File: src/config_space_window_map_regs.vh
// Constants for the configuration-space window: offsets, field positions,
// reset values and the address layout of the upper quarter of A16 space.
// Assumes inclusion by bare name from the window design files only.
`ifndef CONFIG_SPACE_WINDOW_MAP_REGS_VH
`define CONFIG_SPACE_WINDOW_MAP_REGS_VH

// Byte offset of the window register inside the device's own A16 block
`define CSW_OFFSET        6'h0A
// Top bit of the offset inside the device's own 64-byte A16 block
`define OWN_OFS_MSB       5

// Field positions inside the 16-bit register
`define CSW_RSV_TOP_BIT   15
`define CSW_EN_BIT        14
`define CSW_DIR_BIT       13
`define CSW_RSV_MSB       12
`define CSW_RSV_LSB       11
`define CSW_SIZE_MSB      10
`define CSW_SIZE_LSB      8
`define CSW_BASE_MSB      7
`define CSW_BASE_LSB      0

// Read values of the reserved fields
`define CSW_RSV_TOP_VAL   1'h0
`define CSW_RSV_VAL       2'h3

// Hard reset values of the stored fields
`define CSW_EN_RST        1'h0
`define CSW_DIR_RST       1'h0
`define CSW_SIZE_RST      3'h0
`define CSW_BASE_RST      8'h00

// A16 address layout: upper quarter is configuration space,
// lines 13..6 carry the logical address
`define A16_SPACE_MSB     15
`define A16_SPACE_LSB     14
`define A16_CFG_SPACE     2'h3
`define A16_LA_MSB        13
`define A16_LA_LSB        6

`endif

File: src/cfg_window_match.v
// Decodes one A16 address against the device's own logical address and
// the configuration-space window, for one direction of travel.
// Assumes all inputs are stable in the cycle that they are sampled.
`timescale 1ns/100ps
`include "config_space_window_map_regs.vh"

module cfg_window_match #(
  parameter INWARD = 0                   // 1: extension bus to VMEbus cycles
) (
  input  wire [15:0] addr_in,            // A16 address of the access
  input  wire [7:0]  own_la_in,          // Device's own logical address
  input  wire        enable_in,          // Window enable field
  input  wire        direction_in,       // Window direction field
  input  wire [2:0]  size_in,            // Window size field
  input  wire [7:0]  base_in,            // Window base field
  input  wire        compat_in,          // Alternate layout in force
  output wire        cfg_space_out,      // Address lies in configuration space
  output wire        own_hit_out,        // Address is the device's own block
  output wire        fwd_out             // Access passes through the window
);

  wire [7:0] la = addr_in[`A16_LA_MSB:`A16_LA_LSB];
  reg  [7:0] cmp_mask;
  integer    i;

  // Only the top size bits of the base take part in the compare
  always @* begin
    cmp_mask = 8'h00;
    for (i = 0; i < 8; i = i + 1) begin
      if (i >= 8 - size_in)
        cmp_mask[i] = 1'b1;
    end
  end

  wire in_range = ((la ^ base_in) & cmp_mask) == 8'h00;
  // Range covers the selected direction, its complement the other one
  wire dir_ok   = INWARD ? (in_range == direction_in) : (in_range != direction_in);

  assign cfg_space_out = addr_in[`A16_SPACE_MSB:`A16_SPACE_LSB] == `A16_CFG_SPACE;
  assign own_hit_out   = cfg_space_out && (la == own_la_in);
  // Own decoder wins; the standard window is inert under the alternate layout
  assign fwd_out       = cfg_space_out && !own_hit_out && enable_in && !compat_in
                         && dir_ok;

endmodule

File: src/config_space_window_map.v
// Configuration-space window of a bus extender: holds the window register
// in the device's own A16 block and decides, per access, whether a
// configuration cycle is answered locally or forwarded across the link.
// Assumes both access ports present one-cycle strobes synchronous to CLK_IN.
`timescale 1ns/100ps
`include "config_space_window_map_regs.vh"

module config_space_window_map (
  input  wire        CLK_IN,                // 10 MHz system clock
  input  wire        RST_N_IN,              // Hard reset, async, active low
  input  wire [7:0]  OWN_LA_IN,             // Device's own logical address
  input  wire        COMPAT_LAYOUT_MODE_IN, // Alternate register layout selected
  input  wire        VME_STB_IN,            // VMEbus A16 access strobe
  input  wire [15:0] VME_ADDR_IN,           // VMEbus A16 address
  input  wire        VME_WR_IN,             // VMEbus access is a write
  input  wire        VME_DS_HI_IN,          // VMEbus upper byte lane active
  input  wire        VME_DS_LO_IN,          // VMEbus lower byte lane active
  input  wire [15:0] VME_WDATA_IN,          // VMEbus write data
  output wire        VME_DONE_OUT,          // VMEbus access decoded
  output wire        VME_OWN_OUT,           // VMEbus access hits own block
  output wire        VME_REG_OUT,           // VMEbus access served by register
  output wire        VME_FWD_OUT,           // VMEbus access mapped outward
  output wire [15:0] VME_RDATA_OUT,         // VMEbus read data
  input  wire        EXT_STB_IN,            // Extension bus A16 access strobe
  input  wire [15:0] EXT_ADDR_IN,           // Extension bus A16 address
  input  wire        EXT_WR_IN,             // Extension access is a write
  input  wire        EXT_DS_HI_IN,          // Extension upper byte lane active
  input  wire        EXT_DS_LO_IN,          // Extension lower byte lane active
  input  wire [15:0] EXT_WDATA_IN,          // Extension write data
  output wire        EXT_DONE_OUT,          // Extension access decoded
  output wire        EXT_OWN_OUT,           // Extension access hits own block
  output wire        EXT_REG_OUT,           // Extension access served by register
  output wire        EXT_FWD_OUT,           // Extension access mapped inward
  output wire        EXT_RETRY_OUT,         // Extension register access refused
  output wire [15:0] EXT_RDATA_OUT,         // Extension read data
  output wire        WIN_ENABLE_OUT,        // Window enable in force
  output wire        WIN_DIR_OUT,           // Window direction in force
  output wire [2:0]  WIN_SIZE_OUT,          // Window size in force
  output wire [7:0]  WIN_BASE_OUT,          // Window base in force
  output wire        WIN_PENDING_OUT        // Upper byte staged, not yet applied
);

  // Fields in force for decoding
  reg        cfg_window_enable_ff;
  reg        cfg_window_direction_ff;
  reg  [2:0] cfg_window_size_ff;
  reg  [7:0] cfg_window_base_ff;
  // Last upper byte written; software reads this back
  reg        stage_enable_ff;
  reg        stage_direction_ff;
  reg  [2:0] stage_size_ff;
  reg        pending_ff;

  reg        vme_done_ff;
  reg        vme_own_ff;
  reg        vme_reg_ff;
  reg        vme_fwd_ff;
  reg [15:0] vme_rdata_ff;
  reg        ext_done_ff;
  reg        ext_own_ff;
  reg        ext_reg_ff;
  reg        ext_fwd_ff;
  reg        ext_retry_ff;
  reg [15:0] ext_rdata_ff;

  wire       vme_own;
  wire       vme_fwd;
  wire       ext_own;
  wire       ext_fwd;

  cfg_window_match #(
    .INWARD        (0)
  ) u_out_match (
    .addr_in       (VME_ADDR_IN),
    .own_la_in     (OWN_LA_IN),
    .enable_in     (cfg_window_enable_ff),
    .direction_in  (cfg_window_direction_ff),
    .size_in       (cfg_window_size_ff),
    .base_in       (cfg_window_base_ff),
    .compat_in     (COMPAT_LAYOUT_MODE_IN),
    .cfg_space_out (),
    .own_hit_out   (vme_own),
    .fwd_out       (vme_fwd)
  );

  cfg_window_match #(
    .INWARD        (1)
  ) u_in_match (
    .addr_in       (EXT_ADDR_IN),
    .own_la_in     (OWN_LA_IN),
    .enable_in     (cfg_window_enable_ff),
    .direction_in  (cfg_window_direction_ff),
    .size_in       (cfg_window_size_ff),
    .base_in       (cfg_window_base_ff),
    .compat_in     (COMPAT_LAYOUT_MODE_IN),
    .cfg_space_out (),
    .own_hit_out   (ext_own),
    .fwd_out       (ext_fwd)
  );

  // Register select: own block, word at the window offset, bit 0 is a lane
  wire vme_reg_sel = VME_STB_IN && vme_own && !COMPAT_LAYOUT_MODE_IN
                     && ({VME_ADDR_IN[`OWN_OFS_MSB:1], 1'b0} == `CSW_OFFSET);
  wire ext_reg_sel = EXT_STB_IN && ext_own && !COMPAT_LAYOUT_MODE_IN
                     && ({EXT_ADDR_IN[`OWN_OFS_MSB:1], 1'b0} == `CSW_OFFSET);
  // One register port: VMEbus wins a collision, the extension side retries
  wire ext_grant   = ext_reg_sel && !vme_reg_sel;

  reg        wr_hi;
  reg        wr_lo;
  reg [15:0] wdata;

  always @* begin
    wr_hi = 1'b0;
    wr_lo = 1'b0;
    wdata = 16'h0000;
    if (vme_reg_sel && VME_WR_IN) begin
      wr_hi = VME_DS_HI_IN;
      wr_lo = VME_DS_LO_IN;
      wdata = VME_WDATA_IN;
    end else if (ext_grant && EXT_WR_IN) begin
      wr_hi = EXT_DS_HI_IN;
      wr_lo = EXT_DS_LO_IN;
      wdata = EXT_WDATA_IN;
    end
  end

  // Readback shows the staged upper byte, so a byte master sees its own write
  wire [15:0] rd_word = {`CSW_RSV_TOP_VAL, stage_enable_ff, stage_direction_ff,
                         `CSW_RSV_VAL, stage_size_ff, cfg_window_base_ff};

  function [15:0] lane_mask;
    input [15:0] word;
    input        hi;
    input        lo;
    begin
      lane_mask = {hi ? word[15:8] : 8'h00, lo ? word[7:0] : 8'h00};
    end
  endfunction

  // Only the hard reset reaches these; a soft reset has no path here
  always @(posedge CLK_IN or negedge RST_N_IN) begin
    if (!RST_N_IN) begin
      cfg_window_enable_ff    <= `CSW_EN_RST;
      cfg_window_direction_ff <= `CSW_DIR_RST;
      cfg_window_size_ff      <= `CSW_SIZE_RST;
      cfg_window_base_ff      <= `CSW_BASE_RST;
      stage_enable_ff         <= `CSW_EN_RST;
      stage_direction_ff      <= `CSW_DIR_RST;
      stage_size_ff           <= `CSW_SIZE_RST;
      pending_ff              <= 1'b0;
    end else begin
      // Bits 15, 12 and 11 of the write data are dropped here
      if (wr_hi) begin
        stage_enable_ff    <= wdata[`CSW_EN_BIT];
        stage_direction_ff <= wdata[`CSW_DIR_BIT];
        stage_size_ff      <= wdata[`CSW_SIZE_MSB:`CSW_SIZE_LSB];
      end
      if (wr_lo) begin
        cfg_window_base_ff <= wdata[`CSW_BASE_MSB:`CSW_BASE_LSB];
        // Lower byte commits the upper byte, staged or written alongside
        if (wr_hi) begin
          cfg_window_enable_ff    <= wdata[`CSW_EN_BIT];
          cfg_window_direction_ff <= wdata[`CSW_DIR_BIT];
          cfg_window_size_ff      <= wdata[`CSW_SIZE_MSB:`CSW_SIZE_LSB];
        end else begin
          cfg_window_enable_ff    <= stage_enable_ff;
          cfg_window_direction_ff <= stage_direction_ff;
          cfg_window_size_ff      <= stage_size_ff;
        end
        pending_ff <= 1'b0;
      end else if (wr_hi) begin
        pending_ff <= 1'b1;
      end
    end
  end

  // VMEbus answer, one cycle after the strobe
  always @(posedge CLK_IN or negedge RST_N_IN) begin
    if (!RST_N_IN) begin
      vme_done_ff  <= 1'b0;
      vme_own_ff   <= 1'b0;
      vme_reg_ff   <= 1'b0;
      vme_fwd_ff   <= 1'b0;
      vme_rdata_ff <= 16'h0000;
    end else begin
      vme_done_ff <= VME_STB_IN;
      vme_own_ff  <= VME_STB_IN && vme_own;
      vme_reg_ff  <= vme_reg_sel;
      vme_fwd_ff  <= VME_STB_IN && vme_fwd;
      if (VME_STB_IN) begin
        if (vme_reg_sel && !VME_WR_IN)
          vme_rdata_ff <= lane_mask(rd_word, VME_DS_HI_IN, VME_DS_LO_IN);
        else
          vme_rdata_ff <= 16'h0000;
      end
    end
  end

  // Extension bus answer, one cycle after the strobe
  always @(posedge CLK_IN or negedge RST_N_IN) begin
    if (!RST_N_IN) begin
      ext_done_ff  <= 1'b0;
      ext_own_ff   <= 1'b0;
      ext_reg_ff   <= 1'b0;
      ext_fwd_ff   <= 1'b0;
      ext_retry_ff <= 1'b0;
      ext_rdata_ff <= 16'h0000;
    end else begin
      ext_done_ff  <= EXT_STB_IN;
      ext_own_ff   <= EXT_STB_IN && ext_own;
      ext_reg_ff   <= ext_grant;
      ext_fwd_ff   <= EXT_STB_IN && ext_fwd;
      ext_retry_ff <= ext_reg_sel && vme_reg_sel;
      if (EXT_STB_IN) begin
        if (ext_grant && !EXT_WR_IN)
          ext_rdata_ff <= lane_mask(rd_word, EXT_DS_HI_IN, EXT_DS_LO_IN);
        else
          ext_rdata_ff <= 16'h0000;
      end
    end
  end

  assign VME_DONE_OUT    = vme_done_ff;
  assign VME_OWN_OUT     = vme_own_ff;
  assign VME_REG_OUT     = vme_reg_ff;
  assign VME_FWD_OUT     = vme_fwd_ff;
  assign VME_RDATA_OUT   = vme_rdata_ff;
  assign EXT_DONE_OUT    = ext_done_ff;
  assign EXT_OWN_OUT     = ext_own_ff;
  assign EXT_REG_OUT     = ext_reg_ff;
  assign EXT_FWD_OUT     = ext_fwd_ff;
  assign EXT_RETRY_OUT   = ext_retry_ff;
  assign EXT_RDATA_OUT   = ext_rdata_ff;
  assign WIN_ENABLE_OUT  = cfg_window_enable_ff;
  assign WIN_DIR_OUT     = cfg_window_direction_ff;
  assign WIN_SIZE_OUT    = cfg_window_size_ff;
  assign WIN_BASE_OUT    = cfg_window_base_ff;
  assign WIN_PENDING_OUT = pending_ff;

endmodule

File: config.mk
export PLATFORM = sky130hd
export DESIGN_NAME = config_space_window_map
export DESIGN_NICKNAME = d
export VERILOG_FILES = /design/src/cfg_window_match.v /design/src/config_space_window_map.v
export VERILOG_INCLUDE_DIRS = /design/src
export SDC_FILE = /design/constraint.sdc
export NUM_CORES = 1
export LEC_CHECK = 0
export BUFFER_PORTS_ARGS = -buffer_cell sky130_fd_sc_hd__buf_2
export CAP_MARGIN = 10
export CORE_MARGIN = 1
export CORE_UTILIZATION = 40
export DETAILED_ROUTE_END_ITERATION = 6
export GPL_TIMING_DRIVEN = 0
export PLACE_DENSITY_LB_ADDON = 0.15
export SYNTH_ARGS = -nofsm -noshare
export SYNTH_HDL_FRONTEND = slang
export SYNTH_SLANG_ARGS = --single-unit
export TNS_END_PERCENT = 50
File: constraint.sdc
create_clock -name CLK_IN -period 2.7 [get_ports CLK_IN]
set_input_delay 0.405 -clock CLK_IN [delete_from_list [all_inputs] [get_ports CLK_IN]]
set_output_delay 0.405 -clock CLK_IN [all_outputs]
set_load 0.005 [all_outputs]
== After elaboration in Yosys (flattened, before gate mapping) ==
Index checks and enable logic that the tools add are counted.
Operators by class
  muxes and demuxes: 25
  $lt $le $gt $ge: 8
  reductions and logical operators: 33
  add/sub/neg operators: 1
  bitwise gates (word level): 4
  equal/unequal tests: 8
Operator list (count)
  $ge A3 B32 Y1 const A: 4
  $ge A1 B32 Y1 const A: 2
  $ge A2 B32 Y1 const A: 2
  $mux W15: 4
  $logic_and A1 B1 Y1: 24
  $and A8 B8 Y8: 2
  $eq A8 B8 Y1: 2
  $logic_not A8 Y1: 2
  $mux W1: 16
  $mux W8: 2
  $xor A8 B8 Y8: 2
  $mux W7: 2
  $eq A5 B3 Y1 const B: 2
  $logic_not A1 Y1: 6
  $sub A4 B3 Y5 const A: 1
  $eq A2 B2 Y1 const B: 2
  $mux W3: 1
  $reduce_bool A2 Y1: 1
  $eq A1 B1 Y1: 1
  $ne A1 B1 Y1: 1
Storage, ports and cells
  logic and storage cells: 98
  flip-flop bits (word level): 60
  output and inout bits: 55
  input port bits: 83

== Logic depth before layout (Yosys ltp) ==
Gate-level depths: netlist of run 1.
  depth in word-level cells: 12
  mapped depth: 8
  gate-level depth less buffers: 7

== Hierarchy ==
From an unflattened synthesis of run 1, not the netlist that was laid out.
Unflattened totals
  cell total of the unflattened synthesis: 266
  area total of the unflattened synthesis: 3096.7 um^2
By module, submodules not included
  config_space_window_map: area each 2432.3 um^2, seq. area each 1401.3 um^2, times used 1, cells an instance 181
  cfg_window_match (u_out_match): area each 345.3 um^2, seq. area each 0.0 um^2, times used 1, cells an instance 43
  cfg_window_match (u_in_match): area each 319.1 um^2, seq. area each 0.0 um^2, times used 1, cells an instance 42

== Worst setup path before layout of run 1 ==
OpenSTA, ideal clock, no wires.
  path kind: in2reg
  start point: input VME_ADDR_IN[13]
  end point: register cfg_window_base_ff[6], in the netlist WIN_BASE_OUT[6]
  required time: 2.575 ns
  buffers on the path: 2
  slack: 0.205 ns
  stages: 7
  data arrival time: 2.370 ns
  cells stage by stage: xor2_1 > or4_1 > buf_4 > or4_4 > buf_6 > o31ai_4 > mux2_4
Between the ends
  word-level cells in the longest chain between the ends: 10
Ends and longest elaborated chain
  from (decl): RTL line config_space_window_map.v:14  | input wire [15:0] VME_ADDR_IN,
  $eq A8 B8 Y1 (*): RTL line cfg_window_match.v:40  | assign own_hit_out = cfg_space_out && (la == own_la_in);
  $logic_and A1 B1 Y1 (*): RTL line cfg_window_match.v:40
  $logic_and A1 B1 Y1 (*) (3 in a row): RTL line config_space_window_map.v:102  | wire vme_reg_sel = VME_STB_IN && vme_own && !COMPAT_LAYOUT_MODE_IN
  $logic_not A1 Y1: RTL line config_space_window_map.v:107  | wire ext_grant = ext_reg_sel && !vme_reg_sel;
  $logic_and A1 B1 Y1: RTL line config_space_window_map.v:107
  $logic_and A1 B1 Y1: RTL line config_space_window_map.v:121  | end else if (ext_grant && EXT_WR_IN) begin
  $mux W15 or $mux W1 (tied branches): RTL line config_space_window_map.v:121
  $mux W15 or $mux W1 (tied branches): RTL line config_space_window_map.v:117  | if (vme_reg_sel && VME_WR_IN) begin
  to (signal assigned): RTL line config_space_window_map.v:147  | cfg_window_base_ff <= `CSW_BASE_RST;
  to (signal assigned): RTL line config_space_window_map.v:160  | cfg_window_base_ff <= wdata[`CSW_BASE_MSB:`CSW_BASE_LSB];
  to (decl): RTL line config_space_window_map.v:47  | reg [7:0] cfg_window_base_ff;
Every way passes the cells marked *; elsewhere a longest branch is shown, timed or not.
A chain may end at the register's enable or synchronous reset.

== Worst setup path after layout of run 1 ==
  start point: input VME_ADDR_IN[11]
  end point: register cfg_window_base_ff[7], in the netlist WIN_BASE_OUT[7]
The elaborated chain is that of the path after synthesis.

==> reports/metrics.csv, run 1 <==
stage;metric;value;unit
yosys;synth_area;3340;µm²
final_layout;layout_commonest_cell;buf_2;
pwr;leakagePower;2.12;nW
yosys;synth-seq-cells;56;
global_routing;antenna_found_initial;0;
timing;finalCritPeriodShare;0.935;
timing;finalHoldViolCount;0;
worst_setup_path;critical_path_class;input port to register;
die;io_pins;138;
pwr;combinationalPowerShare;0.128;
detailed_routing;drt_iter0_drc;119;
yosys;synth-edff-count;0;
final_layout;drive_above_1_share;0.336;
die;coreArea;7890;µm²
timing;max_freq;396;MHz
final_layout;area_growth;27.6;%
cts;clkLatencyLatePin;0.31;ns
placed_design;dp.cells;573;
cts;clock-sinks;56;
timing;period_minus_slack;2.52;ns
timing;slew_violations;0;
cts;cts_tree;built;
cts;htree_num_levels;2;
yosys;ys_async_sr_fraction;1.00;
cts;cts_buffers;5;
global_routing;grt_start_max_net_pins;42;
detailed_routing;viasPerCell;5.44;
detailed_routing;first_pass_iters;4;
yosys;synth.distinct_cells;51;
yosys;synth_top_area_cell;dfrtp_1;
global_routing;grt_usage;0.242;
timing;finClkSkew;0.00383;ns
pwr;p_total;0.00163;W
placed_design;gp_congestion;0.871;
die;dieArea;8720;µm²
die;die_w;93.4;µm
die;num_rows;32;
pwr;swShare;0.262;
pwr;powerDensity;383;nW/µm²
outcome;status;finished, final reports clean;
yosys;synthCells;343;
detailed_routing;vias;3162;
min_path;min_path_type;input port to asynchronous set/reset pin;
pwr;p_int;0.00120;W
yosys;ys.flop_type;dfrtp_1;
cts;path_clk_slew;0.11;ns
global_routing;grt_pass1_wl;15900;µm
yosys;synth_seq_area_share;0.419;
yosys;synth_area_per_cell;9.74;µm²
placed_design;portBuffers;126;
pwr;p_sw;0.000428;W
die;die_h;93.4;µm
final_layout;antenna_cells;0;
timing;slew_headroom;0.487;
pwr;ir_drop;0.205;mV
final_layout;final_cell_mix;127 x buf_2, 56 x dfrtp_1, 26 x inv_1;
final_layout;fillers;752;
timing;rsz0062_at_grt;false;
worst_setup_path;worst_setup_path_end_kind;register;
worst_setup_path;critPathArrivalTime;2.73;ns
detailed_routing;ant_nets;0;
pwr;clock_power_share;0.358;
yosys;yosysWarnings;0;
final_layout;nets;566;
yosys;synth_top_area_share;0.419;
cts;cts_hold_buf;0;
placed_design;hpwlAfterDp;7980;µm
global_routing;gr-total-overflow;0;
pwr;seqPwrFrac;0.514;
worst_setup_path;critPathLaunchType;input port;
worst_setup_path;crit_fanout;8;
die;initial_core_util;0.424;
detailed_routing;wire_per_inst;17.6;µm
detailed_routing;drc;0;
final_layout;fin_cells;581;
global_routing;grt_pass1_vias;3134;
cts;cts-root-buf;clkbuf_8;
cts;clock_path_buffers;2;
timing;finalSetupViolations;0;
detailed_routing;wirelength;10200;µm
yosys;ys_top_cells_by_area;dfrtp_1 42%, xor2_1 5.5%, mux2_4 3.6%;
flow_run;maxCapViolCount;0;
worst_setup_path;cp.required;2.91;ns
timing;worstMarginPinSlew;0.763;ns
==> cell usage after synthesis (5+ instances only) <==
cell type,number
a21oi_1,10
a22o_1,13
a31oi_1,8
a32o_1,8
and4_1,5
buf_4,5
clkbuf_1,17
dfrtp_1,56
ha_1,5
inv_1,26
mux2_4,8
nand2_1,22
nand4_1,15
nor2_1,17
nor3_1,6
o21ai_1,5
o22ai_1,11
o311ai_1,5
o31ai_1,11
o32ai_1,5
xnor2_1,12
xor2_1,21
==> power by group through the flow <==
| stage | logic (W) | registers [W] | clock network (W) |
|---|---|---|---|
| 6_report | 0.000209 | 0.000840 | 0.000585 |
| 5_1_grt | 0.000231 | 0.000841 | 0.000633 |
| 4_1_cts | 0.000203 | 0.000840 | 0.000604 |
| 3_5_place_dp | 0.000202 | 0.000857 | 0 |
| 3_3_place_gp | 0.000196 | 0.000857 | 0 |
| 2_1_floorplan | 0.0000860 | 0.000857 | 0 |
==> state kept, by name, summed over array words and instances, names as in the netlist, 3 cells and up <==
name / flops
WIN_BASE_OUT: 8
VME_RDATA_OUT: 14
stage_size_ff: 3
WIN_SIZE_OUT: 3
EXT_RDATA_OUT: 14
==> cell families (layout without fill, tap and decap cells) <==
group / Yosys count / count (layout) / share of synthesized area
xor gates and xnor gates: 33 / 33 / 0.0865
DFF: 56 / 56 / 0.419
muxes: 8 / 8 / 0.0359
buffers and inverters: 54 / 189 / 0.0689
AOI/OAI and AO/OA: 91 / 91 / 0.212
adders and majority gates: 5 / 5 / 0.0187
and+or+nand+nor: 95 / 95 / 0.158
other: 1 / 2 / 0.00112
==> cell type report <==
cell class / instances / area [µm²] / share of cell area
Clock buffer: 5 / 68.8 / 0.0161
Timing Repair Buffer: 127 / 651 / 0.153
Sequential cell: 56 / 1400 / 0.329
Inverter: 28 / 105 / 0.0246
Clock inverter: 3 / 46.3 / 0.0109
Tap cell: 102 / 128 / 0.0299
Multi-Input combinational cell: 234 / 1740 / 0.408
Buffer: 26 / 125 / 0.0293
==> layer usage <==
metal | global-route usage | vias up | share of wire | routed length, µm
met1 | 0.346 | 1490 | 0.46 | 4730
li1 | - | 1529 | - | -
met2 | 0.380 | 130 | 0.45 | 4570
met4 | 0.0705 | 0 | 0.017 | 175
met3 | 0.0350 | 13 | 0.071 | 728
met5 | 0 | - | 0 | 0
==> timing repair <==
action	in CTS	in global routing
endpoints found under the setup margin	0	25
buffers inserted	0	0
resized for setup	0	4
endpoints found under the hold margin	0	0
==> metrics by stage <==
stage	hold WS (ns)	TNS, ns	util	setup slack, ns	cell area [µm²]
finish	0.0235	0	0.541	0.176	4270
global route	0.0381	0	0.541	0.0769	4270
CTS	0.0268	0	0.537	0.0200	4240
detailed placement	0.384	-7.85	0.523	-0.312	4120
global placement	0.479	-8.43	0.520	-0.299	4100
floorplan	0.109	0	-	0.205	3350
==> worst max-delay path: stages <==
cell and delay [ns]:
buf_2 0.12, xor2_1 0.19, or4_1 0.60, buf_2 0.22, or4_4 0.52, buf_6 0.15
o31ai_4 0.16, mux2_4 0.35
==> worst paths after layout <==
path	start	endpoint	slack, ns	cells after the start
max reg2reg	WIN_SIZE_OUT[1]	VME_FWD_OUT	0.49	7
min	RST_N_IN	WIN_BASE_OUT[0]	0.02	1
min reg2reg	stage_size_ff[2]	VME_RDATA_OUT[10]	0.51	1
max	VME_ADDR_IN[11]	WIN_BASE_OUT[7]	0.18	8
min in group CLK_IN	EXT_STB_IN	EXT_DONE_OUT	0.20	1
max in group asynchronous	RST_N_IN	stage_size_ff[2]	2.11	2
(Power assumes the default switching activity.)
==> run 2: changes to the inputs <==
--- a/config.mk
+++ b/config.mk
@@ -9,7 +9,7 @@
 export BUFFER_PORTS_ARGS = -buffer_cell sky130_fd_sc_hd__buf_2
 export CAP_MARGIN = 10
 export CORE_MARGIN = 1
-export CORE_UTILIZATION = 40
+export CORE_UTILIZATION = 52
 export DETAILED_ROUTE_END_ITERATION = 6
 export GPL_TIMING_DRIVEN = 0
 export PLACE_DENSITY_LB_ADDON = 0.15
==> reports/metrics.csv, run 2 (same netlist as run 1, synthesis figures left out) <==
stage;metric;value;unit;change
outcome;status;finished, final reports clean;;
pwr;leakagePower;2.10;nW;-0.60%
detailed_routing;vias;3249;;+2.8%
worst_setup_path;cp_slowest_stage_delay;0.45;ns;-0.15 ns
worst_setup_path;critPathArrivalTime;2.76;ns;+0.03 ns
worst_setup_path;crit_chain;buf_2 -> nor4b_1 -> and3_1 -> clkbuf_1 -> nand3_2 -> inv_2 -> and4_1 -> clkbuf_1 -> a22o_1;;
timing;slew_violations;0;;unchanged
die;io_pins;138;;unchanged
final_layout;final_cell_mix;127 x buf_2, 56 x dfrtp_1, 26 x inv_1;;
timing;period_minus_slack;2.50;ns;-0.0239 ns
timing;hold_ws;0.198;ns;+0.175 ns
detailed_routing;viasPerCell;5.85;;+7.6%
cts;clock_path_buffers;2;;unchanged
die;dieArea;6750;µm²;-23%
timing;worstMarginPinSlew;0.711;ns;-0.0520 ns
cts;cts_buffers;5;;unchanged
global_routing;grt_start_max_net_pins;57;;+36%
placed_design;portBuffers;126;;unchanged
cts;clkLatencyLatePin;0.32;ns;about the same
cts;htree_num_levels;2;;unchanged
timing;max_freq;400;MHz;+0.96%
final_layout;antenna_cells;0;;unchanged
worst_setup_path;cp.required;2.96;ns;+0.05 ns
detailed_routing;wirelength;9410;µm;-7.7%
worst_setup_path;critical_path_class;input port to register;;
min_path;min_path_type;input port to register;;
timing;finalSetupViolations;0;;unchanged
detailed_routing;first_pass_iters;5;;+1
timing;slew_headroom;0.522;;+0.0350
die;die_w;82.2;µm;-12%
cts;cts_tree;built;;
global_routing;grt_usage;0.276;;+0.0335
detailed_routing;wire_per_inst;17.0;µm;-3.4%
worst_setup_path;crit_top_cell;clkbuf_1;;
pwr;ir_drop;0.214;mV;+4.3%
final_layout;layout_commonest_cell;buf_2;;
global_routing;gr-total-overflow;0;;unchanged
cts;cts-root-buf;clkbuf_8;;
placed_design;dp.cells;545;;-4.9%
timing;finalCritPeriodShare;0.926;;-0.00886
placed_design;gp_congestion;0.878;;+0.88%
cts;path_clk_slew;0.11;ns;about the same
detailed_routing;drt_iter0_drc;217;;+82%
pwr;powerDensity;361;nW/µm²;-5.7%
final_layout;area_growth;26.0;%;
worst_setup_path;worst_setup_path_end_kind;register;;
cts;clock-sinks;56;;unchanged
detailed_routing;ant_nets;0;;unchanged
timing;finalHoldViolCount;0;;unchanged
timing;rsz0062_at_grt;false;;
global_routing;antenna_found_initial;0;;unchanged
die;initial_core_util;0.551;;+0.128
flow_run;maxCapViolCount;0;;unchanged
global_routing;grt_pass1_vias;2832;;-9.6%
timing;finClkSkew;0.0113;ns;+0.00742 ns
placed_design;hpwlAfterDp;7240;µm;-9.3%
final_layout;fin_cells;555;;-4.5%
final_layout;drive_above_1_share;0.333;;-0.00278
global_routing;grt_pass1_wl;13700;µm;-14%
die;die_h;82.2;µm;-12%
die;coreArea;6060;µm²;-23%
worst_setup_path;critPathLaunchType;input port;;
worst_setup_path;crit_fanout;9;;+1
worst_setup_path;slowest_stage;nor4b_1;;
detailed_routing;drc;0;;unchanged
die;num_rows;28;;-13%
final_layout;nets;567;;+0.18%
## run 2: cell types whose count changed in the layout (fill, tap and decap cells not counted)
| cell | before | now |
|---|---|---|
| bufinv_16 | 1 | 0 |
| clkinvlp_4 | 0 | 1 |
| dlygate4sd3_1 | 0 | 1 |
| inv_6 | 0 | 1 |
| inv_8 | 1 | 0 |
| nor4b_1 | 1 | 2 |
| nor4b_2 | 1 | 0 |
## run 2: report_power, final
group | switching (W) | leakage, nW | internal (W)
Clock | 0.000293 | 0.0445 | 0.000185
Combinational | 0.000119 | 1.31 | 0.0000836
Sequential | 0.000000388 | 0.752 | 0.000840
## run 2: worst max-delay path, delay by kind of cell
family / cells / cell delay [ns]
compound gates: 1 / 0.19
buf+inv: 4 / 0.94
simple gates: 4 / 1.22
## run 2: cell type report
cell class	instances	area, µm²
flip-flops and latches	56	1400
fillers	548	1850
plain buffers	26	125
well taps	75	93.8
clock buffers	5	68.8
clock inverters	3	21.3
repair buffers	128	661
inverters	28	105
multi-input cells	234	1730
## run 2: repair_timing
| action | in CTS | in global routing |
|---|---|---|
| hold endpoints to repair | 0 | 14 |
| endpoints found under the setup margin | 0 | 24 |
| setup buffers | 0 | 0 |
| resized for setup | 0 | 3 |
| hold buffers | 0 | 1 |
## run 2: stage by stage
stage / power, W / area [µm²] / util / setup TNS (ns) / worst slack [ns]
2_1_floorplan: 0.000943 / 3350 / - / 0 / 0.205
3_3_place_gp: 0.00105 / 4070 / 0.672 / -5.93 / -0.253
3_5_place_dp: 0.00105 / 4070 / 0.672 / -6.86 / -0.296
4_1_cts: 0.00152 / 4160 / 0.686 / 0 / 0.0317
5_1_grt: 0.00158 / 4210 / 0.695 / 0 / 0.0884
6_report: 0.00152 / 4210 / 0.695 / 0 / 0.200
## run 2: path summary, 6_finish.rpt
kind	start	to	slack [ns]	cells past startpoint
worst max-delay path	COMPAT_LAYOUT_MODE_IN	VME_RDATA_OUT[7]	0.20	9
worst min-delay path	EXT_STB_IN	EXT_DONE_OUT	0.20	1
worst max register to register	WIN_SIZE_OUT[0]	VME_FWD_OUT	0.47	7
worst min register to register	stage_enable_ff	VME_RDATA_OUT[14]	0.50	1
max in group asynchronous	RST_N_IN	WIN_BASE_OUT[1]	1.62	3
min in group asynchronous	RST_N_IN	VME_RDATA_OUT[8]	0.53	2
## run 2: metal layers
metal | track usage | wire length (µm) | vias up
li1 | - | - | 1530
met1 | 0.374 | 4130 | 1549
met2 | 0.449 | 4490 | 151
met3 | 0.0495 | 625 | 19
met4 | 0.0807 | 159 | 0
met5 | 0 | 0 | -
